<file path="config.mk">
export PLATFORM = sky130hd
export DESIGN_NAME = priority_pin_crossbar
export DESIGN_NICKNAME = d
export VERILOG_FILES = /design/src/core/priority_pin_crossbar.v /design/src/core/pad_cell_ctrl.v
export VERILOG_INCLUDE_DIRS = /design/src /design/src/core
export SDC_FILE = /design/constraint.sdc
export NUM_CORES = 2
export LEC_CHECK = 0
export ABC_CLOCK_PERIOD_IN_PS = 6600
export BUFFER_PORTS_ARGS = -buffer_cell sky130_fd_sc_hd__buf_2
export CAP_MARGIN = 25
export CORE_ASPECT_RATIO = 0.9
export CORE_MARGIN = 10
export CORE_UTILIZATION = 45
export DETAILED_ROUTE_END_ITERATION = 8
export PLACE_DENSITY_LB_ADDON = 0.3
export SLEW_MARGIN = 20
export SYNTH_ARGS = -nofsm -noshare
export SYNTH_HDL_FRONTEND = slang
export SYNTH_SLANG_ARGS = --single-unit
</file>
<file path="constraint.sdc">
create_clock -name i_sys_clk -period 6.6 [get_ports i_sys_clk]
set_clock_uncertainty 0.1 [all_clocks]
set_input_delay 0.66 -clock i_sys_clk [delete_from_list [all_inputs] [get_ports i_sys_clk]]
set_output_delay 0.66 -clock i_sys_clk [all_outputs]
set_load 0.05 [all_outputs]
</file>
<file path="src/core/crossbar_regs.vh">
// register offsets, field positions, reset values and codes of the pin crossbar
`ifndef CROSSBAR_REGS_VH
`define CROSSBAR_REGS_VH

// ****************************************
// register addresses
// ****************************************
`define XB_ENABLES_A_ADDR    8'hE1
`define XB_ENABLES_B_ADDR    8'hE2

// ****************************************
// reset values
// ****************************************
`define XB_ENABLES_A_RESET   8'h00
`define XB_ENABLES_B_RESET   8'h00
`define XB_IN_MODE_RESET     1'h1
`define XB_OUT_MODE_RESET    1'h0
`define XB_SKIP_RESET        1'h0

// ****************************************
// crossbar_enables_a fields
// ****************************************
`define XB_A_UART_BIT        0
`define XB_A_SPI_BIT         1
`define XB_A_SMB0_BIT        2
`define XB_A_SYSCLK_BIT      3
`define XB_A_CMP_BIT         4
`define XB_A_CMP_ASYNC_BIT   5
`define XB_A_SMB1_BIT        6
`define XB_A_EE_PULLUP_BIT   7

// ****************************************
// crossbar_enables_b fields
// ****************************************
`define XB_B_CNT_SEL_LSB     0
`define XB_B_UNUSED_BIT      2
`define XB_B_ECI_BIT         3
`define XB_B_T0_BIT          4
`define XB_B_T1_BIT          5
`define XB_B_ROUTER_EN_BIT   6
`define XB_B_WPU_DIS_BIT     7
`define XB_B_WRITE_MASK      8'hFB

// ****************************************
// fixed pins
// ****************************************
`define XB_UART_TX_PIN       4
`define XB_UART_RX_PIN       5
`define XB_EE_PIN0           18
`define XB_EE_PIN1           19

// ****************************************
// function codes, in priority order
// ****************************************
`define XB_FW                5
`define XB_NF                19
`define XB_F_TX              5'h00
`define XB_F_RX              5'h01
`define XB_F_SCK             5'h02
`define XB_F_MISO            5'h03
`define XB_F_MOSI            5'h04
`define XB_F_NSS             5'h05
`define XB_F_SDA0            5'h06
`define XB_F_SCL0            5'h07
`define XB_F_SDA1            5'h08
`define XB_F_SCL1            5'h09
`define XB_F_CMP             5'h0A
`define XB_F_CMP_ASYNC       5'h0B
`define XB_F_SYSCLK          5'h0C
`define XB_F_COUNTER_CHANNEL0_OUTPUT            5'h0D
`define XB_F_CEX1            5'h0E
`define XB_F_CEX2            5'h0F
`define XB_F_ECI             5'h10
`define XB_F_T0              5'h11
`define XB_F_T1              5'h12
`define XB_F_NONE            5'h1F

`endif

</file>
<file path="src/core/priority_pin_crossbar.v">
// priority crossbar placing peripheral signals on port pins
//
// Overview of operation
// - enabled smbus port claims two pins, data and clock together.
// - enabled uart claims transmit and receive pins together.
// - uart transmit sits on P0.4 and receive on P0.5 always.
// - unclaimed pins stay ordinary port pins after the placed functions.
// - uart ranks first; later functions take next free unskipped pin.
// - spi claims three pins, or four when slave select is in use.
// - smbus data and clock order follows that port's swap bit.
// - analog pins have pull-up, driver and receiver all off.
// - input mode bit one is digital, zero analog; reset is digital.
// - driver type follows output mode bit even for routed signals, smbus excepted.
// - smbus data and clock pins are always open-drain.
// - pull-up disable clear enables pull-ups on open-drain pins, and on all digital pins while the router is disabled.
// - pull-up is off while the pin drives zero.
// - router disabled keeps all pins plain inputs, ignoring enables.
// - output drivers are off while the router is disabled.
// - register 0xE1 holds per-peripheral route enables, reset zero.
// - bit 7 of 0xE1 enables strong pull-ups on P2.2 and P2.3.
// - each routed signal takes the lowest unassigned pin, uart excepted.
// - skipped pins are passed over as if assigned.
// - register 0xE2 holds pull-up disable, router enable, timer inputs.
// - counter select routes none, channel 0, channels 0-1, channels 0-2.
`timescale 1ns/1ps
`include "crossbar_regs.vh"
module priority_pin_crossbar #(
  parameter NP         = 21,
  parameter ASSIGNABLE = 20
) (
  // clock and reset
  input  wire                  i_sys_clk,
  input  wire                  i_rst_n,
  // special function register port
  input  wire [7:0]            i_sfr_addr,
  input  wire [7:0]            i_sfr_wdata,
  input  wire                  i_sfr_we,
  input  wire                  i_sfr_re,
  output reg  [7:0]            o_sfr_rdata,
  output reg                   o_sfr_hit,
  // per-pin configuration from the port registers
  input  wire [NP-1:0]         i_pin_skip_mask,
  input  wire [NP-1:0]         i_pin_input_mode,
  input  wire [NP-1:0]         i_pin_output_mode,
  input  wire [NP-1:0]         i_port_latch,
  // peripheral configuration
  input  wire [1:0]            i_spi_slave_select_mode,
  input  wire [1:0]            i_smbus_pin_swap,
  // peripheral side
  input  wire [`XB_NF-1:0]     i_func_out,
  input  wire [`XB_NF-1:0]     i_func_drive,
  output reg  [`XB_NF-1:0]     o_func_in,
  // pad side
  input  wire [NP-1:0]         i_pad_in,
  output wire [NP-1:0]         o_pad_out,
  output wire [NP-1:0]         o_pad_oe_n,
  output wire [NP-1:0]         o_pad_pullup,
  output wire [NP-1:0]         o_pad_rx_en,
  output reg  [NP-1:0]         o_port_read,
  output reg  [1:0]            o_strong_pullup,
  output reg  [NP*`XB_FW-1:0]  o_pin_func
);

  // ****************************************
  // registers
  // ****************************************
  reg  [7:0]           crossbar_enables_a;
  reg  [7:0]           crossbar_enables_b;
  reg  [NP-1:0]        skip_q;
  reg  [NP-1:0]        in_mode_q;
  reg  [NP-1:0]        out_mode_q;
  reg  [1:0]           nss_mode_q;
  reg  [1:0]           swap_q;
  reg  [NP*`XB_FW-1:0] next_pin_func;
  reg  [NP-1:0]        occupied;
  reg  [NP-1:0]        drv_value;
  reg  [NP-1:0]        drv_req;
  reg  [NP-1:0]        smbus_pin;
  reg  [`XB_NF-1:0]    next_func_in;
  reg  [`XB_FW-1:0]    slot_f;
  reg  [`XB_FW-1:0]    pf;
  reg                  found;
  integer              s;
  integer              p;
  integer              q;

  wire router_en = crossbar_enables_b[`XB_B_ROUTER_EN_BIT];
  wire wpu_dis   = crossbar_enables_b[`XB_B_WPU_DIS_BIT];

  // ****************************************
  // helper functions
  // ****************************************
  // placement slot to function, honouring smbus swap
  function [`XB_FW-1:0] slot_func;
    input [`XB_FW-1:0] slot;
    input [1:0]        swap;
    begin
      slot_func = slot;
      if (slot == `XB_F_SDA0 && swap[0]) begin
        slot_func = `XB_F_SCL0;
      end else if (slot == `XB_F_SCL0 && swap[0]) begin
        slot_func = `XB_F_SDA0;
      end else if (slot == `XB_F_SDA1 && swap[1]) begin
        slot_func = `XB_F_SCL1;
      end else if (slot == `XB_F_SCL1 && swap[1]) begin
        slot_func = `XB_F_SDA1;
      end
    end
  endfunction

  // whether a function is routed under the current enables
  function func_enabled;
    input [`XB_FW-1:0] f;
    input [7:0]        ea;
    input [7:0]        eb;
    input [1:0]        nss;
    reg   [1:0]        cs;
    begin
      cs = eb[`XB_B_CNT_SEL_LSB +: 2];
      case (f)
        `XB_F_TX, `XB_F_RX:         func_enabled = ea[`XB_A_UART_BIT];
        `XB_F_SCK, `XB_F_MISO,
        `XB_F_MOSI:                 func_enabled = ea[`XB_A_SPI_BIT];
        `XB_F_NSS:                  func_enabled = ea[`XB_A_SPI_BIT] &
                                                   (nss != 2'h0);
        `XB_F_SDA0, `XB_F_SCL0:     func_enabled = ea[`XB_A_SMB0_BIT];
        `XB_F_SDA1, `XB_F_SCL1:     func_enabled = ea[`XB_A_SMB1_BIT];
        `XB_F_CMP:                  func_enabled = ea[`XB_A_CMP_BIT];
        `XB_F_CMP_ASYNC:            func_enabled = ea[`XB_A_CMP_ASYNC_BIT];
        `XB_F_SYSCLK:               func_enabled = ea[`XB_A_SYSCLK_BIT];
        `XB_F_COUNTER_CHANNEL0_OUTPUT:                 func_enabled = (cs != 2'h0);
        `XB_F_CEX1:                 func_enabled = cs[1];
        `XB_F_CEX2:                 func_enabled = (cs == 2'h3);
        `XB_F_ECI:                  func_enabled = eb[`XB_B_ECI_BIT];
        `XB_F_T0:                   func_enabled = eb[`XB_B_T0_BIT];
        `XB_F_T1:                   func_enabled = eb[`XB_B_T1_BIT];
        default:                    func_enabled = 1'b0;
      endcase
    end
  endfunction

  // smbus functions
  function is_smbus;
    input [`XB_FW-1:0] f;
    begin
      is_smbus = (f == `XB_F_SDA0) || (f == `XB_F_SCL0) ||
                 (f == `XB_F_SDA1) || (f == `XB_F_SCL1);
    end
  endfunction

  // ****************************************
  // register port
  // ****************************************
  always @(posedge i_sys_clk) begin
    if (!i_rst_n) begin
      crossbar_enables_a <= `XB_ENABLES_A_RESET;
      crossbar_enables_b <= `XB_ENABLES_B_RESET;
    end else if (i_sfr_we) begin
      if (i_sfr_addr == `XB_ENABLES_A_ADDR) begin
        crossbar_enables_a <= i_sfr_wdata;
      end else if (i_sfr_addr == `XB_ENABLES_B_ADDR) begin
        crossbar_enables_b <= i_sfr_wdata & `XB_B_WRITE_MASK;
      end
    end
  end

  always @(posedge i_sys_clk) begin
    if (!i_rst_n) begin
      o_sfr_rdata <= 8'h00;
      o_sfr_hit   <= 1'b0;
    end else if (i_sfr_re) begin
      if (i_sfr_addr == `XB_ENABLES_A_ADDR) begin
        o_sfr_rdata <= crossbar_enables_a;
        o_sfr_hit   <= 1'b1;
      end else if (i_sfr_addr == `XB_ENABLES_B_ADDR) begin
        o_sfr_rdata <= crossbar_enables_b;
        o_sfr_hit   <= 1'b1;
      end else begin
        o_sfr_rdata <= 8'h00;
        o_sfr_hit   <= 1'b0;
      end
    end else begin
      o_sfr_hit   <= 1'b0;
    end
  end

  // ****************************************
  // configuration capture
  // ****************************************
  always @(posedge i_sys_clk) begin
    if (!i_rst_n) begin
      skip_q     <= {NP{`XB_SKIP_RESET}};
      in_mode_q  <= {NP{`XB_IN_MODE_RESET}};
      out_mode_q <= {NP{`XB_OUT_MODE_RESET}};
      nss_mode_q <= 2'h0;
      swap_q     <= 2'h0;
    end else begin
      skip_q     <= i_pin_skip_mask;
      in_mode_q  <= i_pin_input_mode;
      out_mode_q <= i_pin_output_mode;
      nss_mode_q <= i_spi_slave_select_mode;
      swap_q     <= i_smbus_pin_swap;
    end
  end

  // ****************************************
  // priority placement
  // ****************************************
  always @* begin
    next_pin_func = {NP{`XB_F_NONE}};
    occupied      = skip_q;
    found         = 1'b0;
    slot_f        = `XB_F_NONE;
    for (p = ASSIGNABLE; p < NP; p = p + 1) begin
      occupied[p] = 1'b1;
    end
    if (router_en) begin
      if (crossbar_enables_a[`XB_A_UART_BIT]) begin
        next_pin_func[`XB_UART_TX_PIN*`XB_FW +: `XB_FW] = `XB_F_TX;
        next_pin_func[`XB_UART_RX_PIN*`XB_FW +: `XB_FW] = `XB_F_RX;
        occupied[`XB_UART_TX_PIN] = 1'b1;
        occupied[`XB_UART_RX_PIN] = 1'b1;
      end
      for (s = `XB_F_SCK; s < `XB_NF; s = s + 1) begin
        slot_f = slot_func(s[`XB_FW-1:0], swap_q);
        if (func_enabled(slot_f, crossbar_enables_a, crossbar_enables_b, nss_mode_q)) begin
          found = 1'b0;
          for (p = 0; p < NP; p = p + 1) begin
            if (!found && !occupied[p]) begin
              found       = 1'b1;
              occupied[p] = 1'b1;
              next_pin_func[p*`XB_FW +: `XB_FW] = slot_f;
            end
          end
        end
      end
    end
  end

  always @(posedge i_sys_clk) begin
    if (!i_rst_n) begin
      o_pin_func <= {NP{`XB_F_NONE}};
    end else begin
      o_pin_func <= next_pin_func;
    end
  end

  // ****************************************
  // per-pin drive selection
  // ****************************************
  always @* begin
    drv_value    = i_port_latch;
    drv_req      = {NP{1'b1}};
    smbus_pin    = {NP{1'b0}};
    next_func_in = {`XB_NF{1'b1}};
    pf           = `XB_F_NONE;
    for (q = 0; q < NP; q = q + 1) begin
      pf = o_pin_func[q*`XB_FW +: `XB_FW];
      if (pf != `XB_F_NONE) begin
        drv_value[q] = i_func_out[pf];
        drv_req[q]   = i_func_drive[pf];
        smbus_pin[q] = is_smbus(pf);
        next_func_in[pf] = i_pad_in[q] & in_mode_q[q];
      end
    end
  end

  // ****************************************
  // pad controls
  // ****************************************
  genvar g;
  generate
    for (g = 0; g < NP; g = g + 1) begin : pads
      pad_cell_ctrl u_pad (
        .i_sys_clk             (i_sys_clk),
        .i_rst_n               (i_rst_n),
        .i_router_en           (router_en),
        .i_digital             (in_mode_q[g]),
        .i_push_pull           (out_mode_q[g]),
        .i_force_od            (smbus_pin[g]),
        .i_weak_pullup_disable (wpu_dis),
        .i_value               (drv_value[g]),
        .i_drive               (drv_req[g]),
        .o_pad_out             (o_pad_out[g]),
        .o_pad_oe_n            (o_pad_oe_n[g]),
        .o_pad_pullup          (o_pad_pullup[g]),
        .o_pad_rx_en           (o_pad_rx_en[g])
      );
    end
  endgenerate

  // ****************************************
  // read back and peripheral inputs
  // ****************************************
  always @(posedge i_sys_clk) begin
    if (!i_rst_n) begin
      o_port_read     <= {NP{1'b0}};
      o_func_in       <= {`XB_NF{1'b1}};
      o_strong_pullup <= 2'h0;
    end else begin
      o_port_read     <= i_pad_in & in_mode_q;
      o_func_in       <= next_func_in;
      o_strong_pullup <= {2{crossbar_enables_a[`XB_A_EE_PULLUP_BIT]}};
    end
  end

endmodule // priority_pin_crossbar

</file>
<file path="src/core/pad_cell_ctrl.v">
// one pad's driver, pull-up and receiver control
`timescale 1ns/1ps
module pad_cell_ctrl (
  // clock and reset
  input  wire i_sys_clk,
  input  wire i_rst_n,
  // configuration
  input  wire i_router_en,
  input  wire i_digital,
  input  wire i_push_pull,
  input  wire i_force_od,
  input  wire i_weak_pullup_disable,
  // drive request
  input  wire i_value,
  input  wire i_drive,
  // pad controls
  output reg  o_pad_out,
  output reg  o_pad_oe_n,
  output reg  o_pad_pullup,
  output reg  o_pad_rx_en
);

  reg next_oe;
  reg next_out;
  reg od;

  // ****************************************
  // drive decision
  // ****************************************
  always @* begin
    od       = ~i_push_pull | i_force_od;
    next_out = i_value;
    next_oe  = i_router_en & i_digital & i_drive;
    if (od && i_value) begin
      next_oe = 1'b0;
    end
  end

  always @(posedge i_sys_clk) begin
    if (!i_rst_n) begin
      o_pad_out    <= 1'b1;
      o_pad_oe_n   <= 1'b1;
      o_pad_pullup <= 1'b0;
      o_pad_rx_en  <= 1'b1;
    end else begin
      o_pad_out    <= next_out;
      o_pad_oe_n   <= ~next_oe;
      // pull-up on digital pins not pulling low that are open-drain or have the router disabled
      o_pad_pullup <= i_digital & ~i_weak_pullup_disable & (od | ~i_router_en)
                      & ~(next_oe & ~next_out);
      o_pad_rx_en  <= i_digital;
    end
  end

endmodule // pad_cell_ctrl

</file>
==> flow_metrics.tcl <==
set metrics [dict create \
    status "finished, violations left" \
    violations "DRC" \
    grt_usage_pct 31.8 \
    critPathLaunchType "register" \
    max_slew_margin_pct 25.0 \
    async_reset_ff_share_pct 0 \
    intPower_w 0.00349 \
    clkTransAtPathRegs_ns 0.06 \
    nFillCells 7180 \
    antenna_found_initial 5 \
    drive_gt1_share_pct 26.6 \
    fin_setup_tns_ns 0 \
    syn2layout_area_growth_pct 18.1 \
    combPwrFrac_pct 18.2 \
    finalHoldViolCount 0 \
    endpoint_kind "register" \
    tightest_slew_ns 1.12 \
    yosysUniqueCellTypes 127 \
    post-route-min-period_ns 6.39 \
    first_pass_iters 9 \
    dp_hpwl_um 112000 \
    cp_slowest_stage_delay_ns 0.46 \
    ios 407 \
    max_freq_mhz 157 \
    rsz0062_at_grt "yes" \
    finalSetupViolCount 0 \
    cts_tree "yes" \
    critPathMaxFanout 9 \
    cp_common_cell "buf_4" \
    seqPwrFrac_pct 39.4 \
    max_cap_viol_count 0 \
    ir_drop_mv 0.156 \
    die_h_um 280 \
    crit_required_ns 6.92 \
    synth_largest_area_cell "dfxtp_1" \
    multiInputGateArea_um2 25900 \
    dp_cells 5782 \
    syn_inst 4551 \
    synth_area_leaders "dfxtp_1, mux4_2, nand2_1" \
    nNetsFinal 5062 \
    gp_congestion 1.02 \
    cts_made_buffers 37 \
    die_area_um2 86500 \
    whs_ns 0.156 \
    synth_edf_count 0 \
    synth_top_area_share_pct 18.7 \
    yosysMostFrequentCell "nand2_1" \
    power.leakage_nw 15.7 \
    grt_pass1_wl_um 217000 \
    instances_no_fill 5894 \
    crit_slowest_cell "a211oi_4" \
    powerDensity_nw_per_um2 127 \
    postRouteAntennaNets 0 \
    grt_pass1_vias 35700 \
    overflow 0 \
    drc_errors 8 \
    synthFlopType "dfxtp_1" \
    hold_class "in -> reg" \
    routed_wl_um 148000 \
    io_buffers 400 \
    seq_area_frac_synth_pct 18.7 \
    synth_common_cells "nand2_1, nor2_1, clkbuf_1, dfxtp_1, a21oi_1" \
    cts_buffer_depth 3 \
    rows 95 \
    synth_area_um2 33800 \
    clkPwrFrac_pct 42.4 \
    swShare_pct 31.3 \
    wire_per_inst_um 25.1 \
    p_switching_w 0.00159 \
    critPathKind "reg -> reg" \
    register_area_um2 6320 \
    avgSynthCellArea_um2 7.43 \
    drtIter0Drc 6154 \
    finalCritPeriodShare_pct 96.8 \
    viasPerCell 6.75 \
    cts_htree_levels 2 \
    drv_slew 0 \
    fp.coreArea_um2 74500 \
    root_buffer "clkbuf_16" \
    die_w_um 309 \
    arrival_ns 6.71 \
    cts_sinks 315 \
    via_count 39800 \
    start_util_pct 45.4 \
    clock_latency_ns 0.58 \
    yosys_warnings 0 \
    synth_seq_cells 315 \
    grt_max_degree 87 \
]
routing by layer:
metal / vias up / GRT usage [%] / part of all wire [%]
met4: 0 / 9.10 / 3.3
met2: 2715 / 46.0 / 41
met3: 378 / 9.74 / 14
li1: 17900 / - / -
met1: 18800 / 44.9 / 42
met5: - / 0 / 0
timing repair:
| action | 4_1_cts | 5_1_grt |
|---|---|---|
| endpoints found under the setup margin | 6 | 30 |
| pin swaps | 0 | 50 |
| endpoints found under the hold margin | 0 | 0 |
| hold buffers | 0 | 0 |
| buffers inserted | 0 | 37 |
| resized for setup | 5 | 181 |
| cloned | 0 | 2 |
area by class of cell:
type,count,share of cell area [%]
multi-input cells,3694,64.8
flip-flops and latches,315,15.8
repair buffers,806,12.9
well taps,970,3.04
clock buffers,51,2.73
clock inverters,16,0.385
inverters,41,0.385
diodes,1,0.00627
logic make-up after synthesis:
kind of cell | after synthesis | synth area share [%]
other | 1 | 0.0111
AOI/OAI and AO/OA | 1533 | 31.9
xor gates and xnor gates | 19 | 0.492
buffers and inverters | 547 | 7.45
DFF | 315 | 18.7
adders and majority gates | 22 | 0.685
muxes | 292 | 14.5
and+or+nand+nor | 1822 | 26.3
placed cells by master (no fill, tap or decap), types with 97 or more instances in the layout:
cell type  Yosys  final
nand2_1      597    593
dfxtp_1      315    307
a21oi_1      310    298
o21ai_0      272    259
and2_1       115    111
nor2_1       367    356
mux4_2       158    158
nor3_1       124    118
mux2i_1      120    120
a31oi_1      105     97
buf_2         32    401
nand3_1      171    167
buf_4        103    388
per-stage QoR:
step	power (W)	utilization [%]	cell area, um^2	worst slack (ns)
6_report	0.00508	53.6	39900	0.212
5_1_grt	0.00523	53.6	39900	-0.113
4_1_cts	0.00505	51.9	38700	0.0177
3_5_place_dp	0.00290	50.2	37400	-0.0607
3_3_place_gp	0.00289	50.2	37400	0.0729
2_1_floorplan	0.00263	-	33800	0.502
power by group through the flow:
stage | clock (W) | sequential [W] | combinational [W]
2_1_floorplan | 0 | 0.00205 | 0.000581
3_3_place_gp | 0 | 0.00204 | 0.000855
3_5_place_dp | 0 | 0.00204 | 0.000863
4_1_cts | 0.00219 | 0.00200 | 0.000866
5_1_grt | 0.00225 | 0.00200 | 0.000969
6_report | 0.00215 | 0.00200 | 0.000925
critical path, delay by kind of cell, from the launching register on:
family	cells	cell delay [ns]
buffers and inverters	7	1.18
AO/OA/AOI/OAI	15	3.15
flip-flops	1	0.35
AND/OR/NAND/NOR	6	1.42
state kept, by name (all words and copies together) (netlist names), 8 cells and up:
register,flops
pads.u_pad.o_pad_out,21
o_port_read,21
o_pin_func,100
o_func_in,19
pads.u_pad.o_pad_pullup,21
crossbar_enables_a,8
pads.u_pad.o_pad_oe_n,21
out_mode_q,21
pads.u_pad.o_pad_rx_en,21
o_sfr_rdata,8
in_mode_q,21
skip_q,20
worst paths after layout:
| path | startpoint | end | slack [ns] | cells past startpoint |
|---|---|---|---|---|
| hold reg to reg | in_mode_q[20] | pads[20].u_pad.o_pad_oe_n | 0.33 | 1 |
| setup reg to reg | skip_q[2] | o_pin_func[95] | 0.21 | 28 |
| hold / removal | i_pin_input_mode[10] | in_mode_q[10] | 0.16 | 2 |
| setup / recovery | skip_q[2] | o_pin_func[95] | 0.21 | 28 |
No activity file was read; power rests on OpenSTA's default activity.
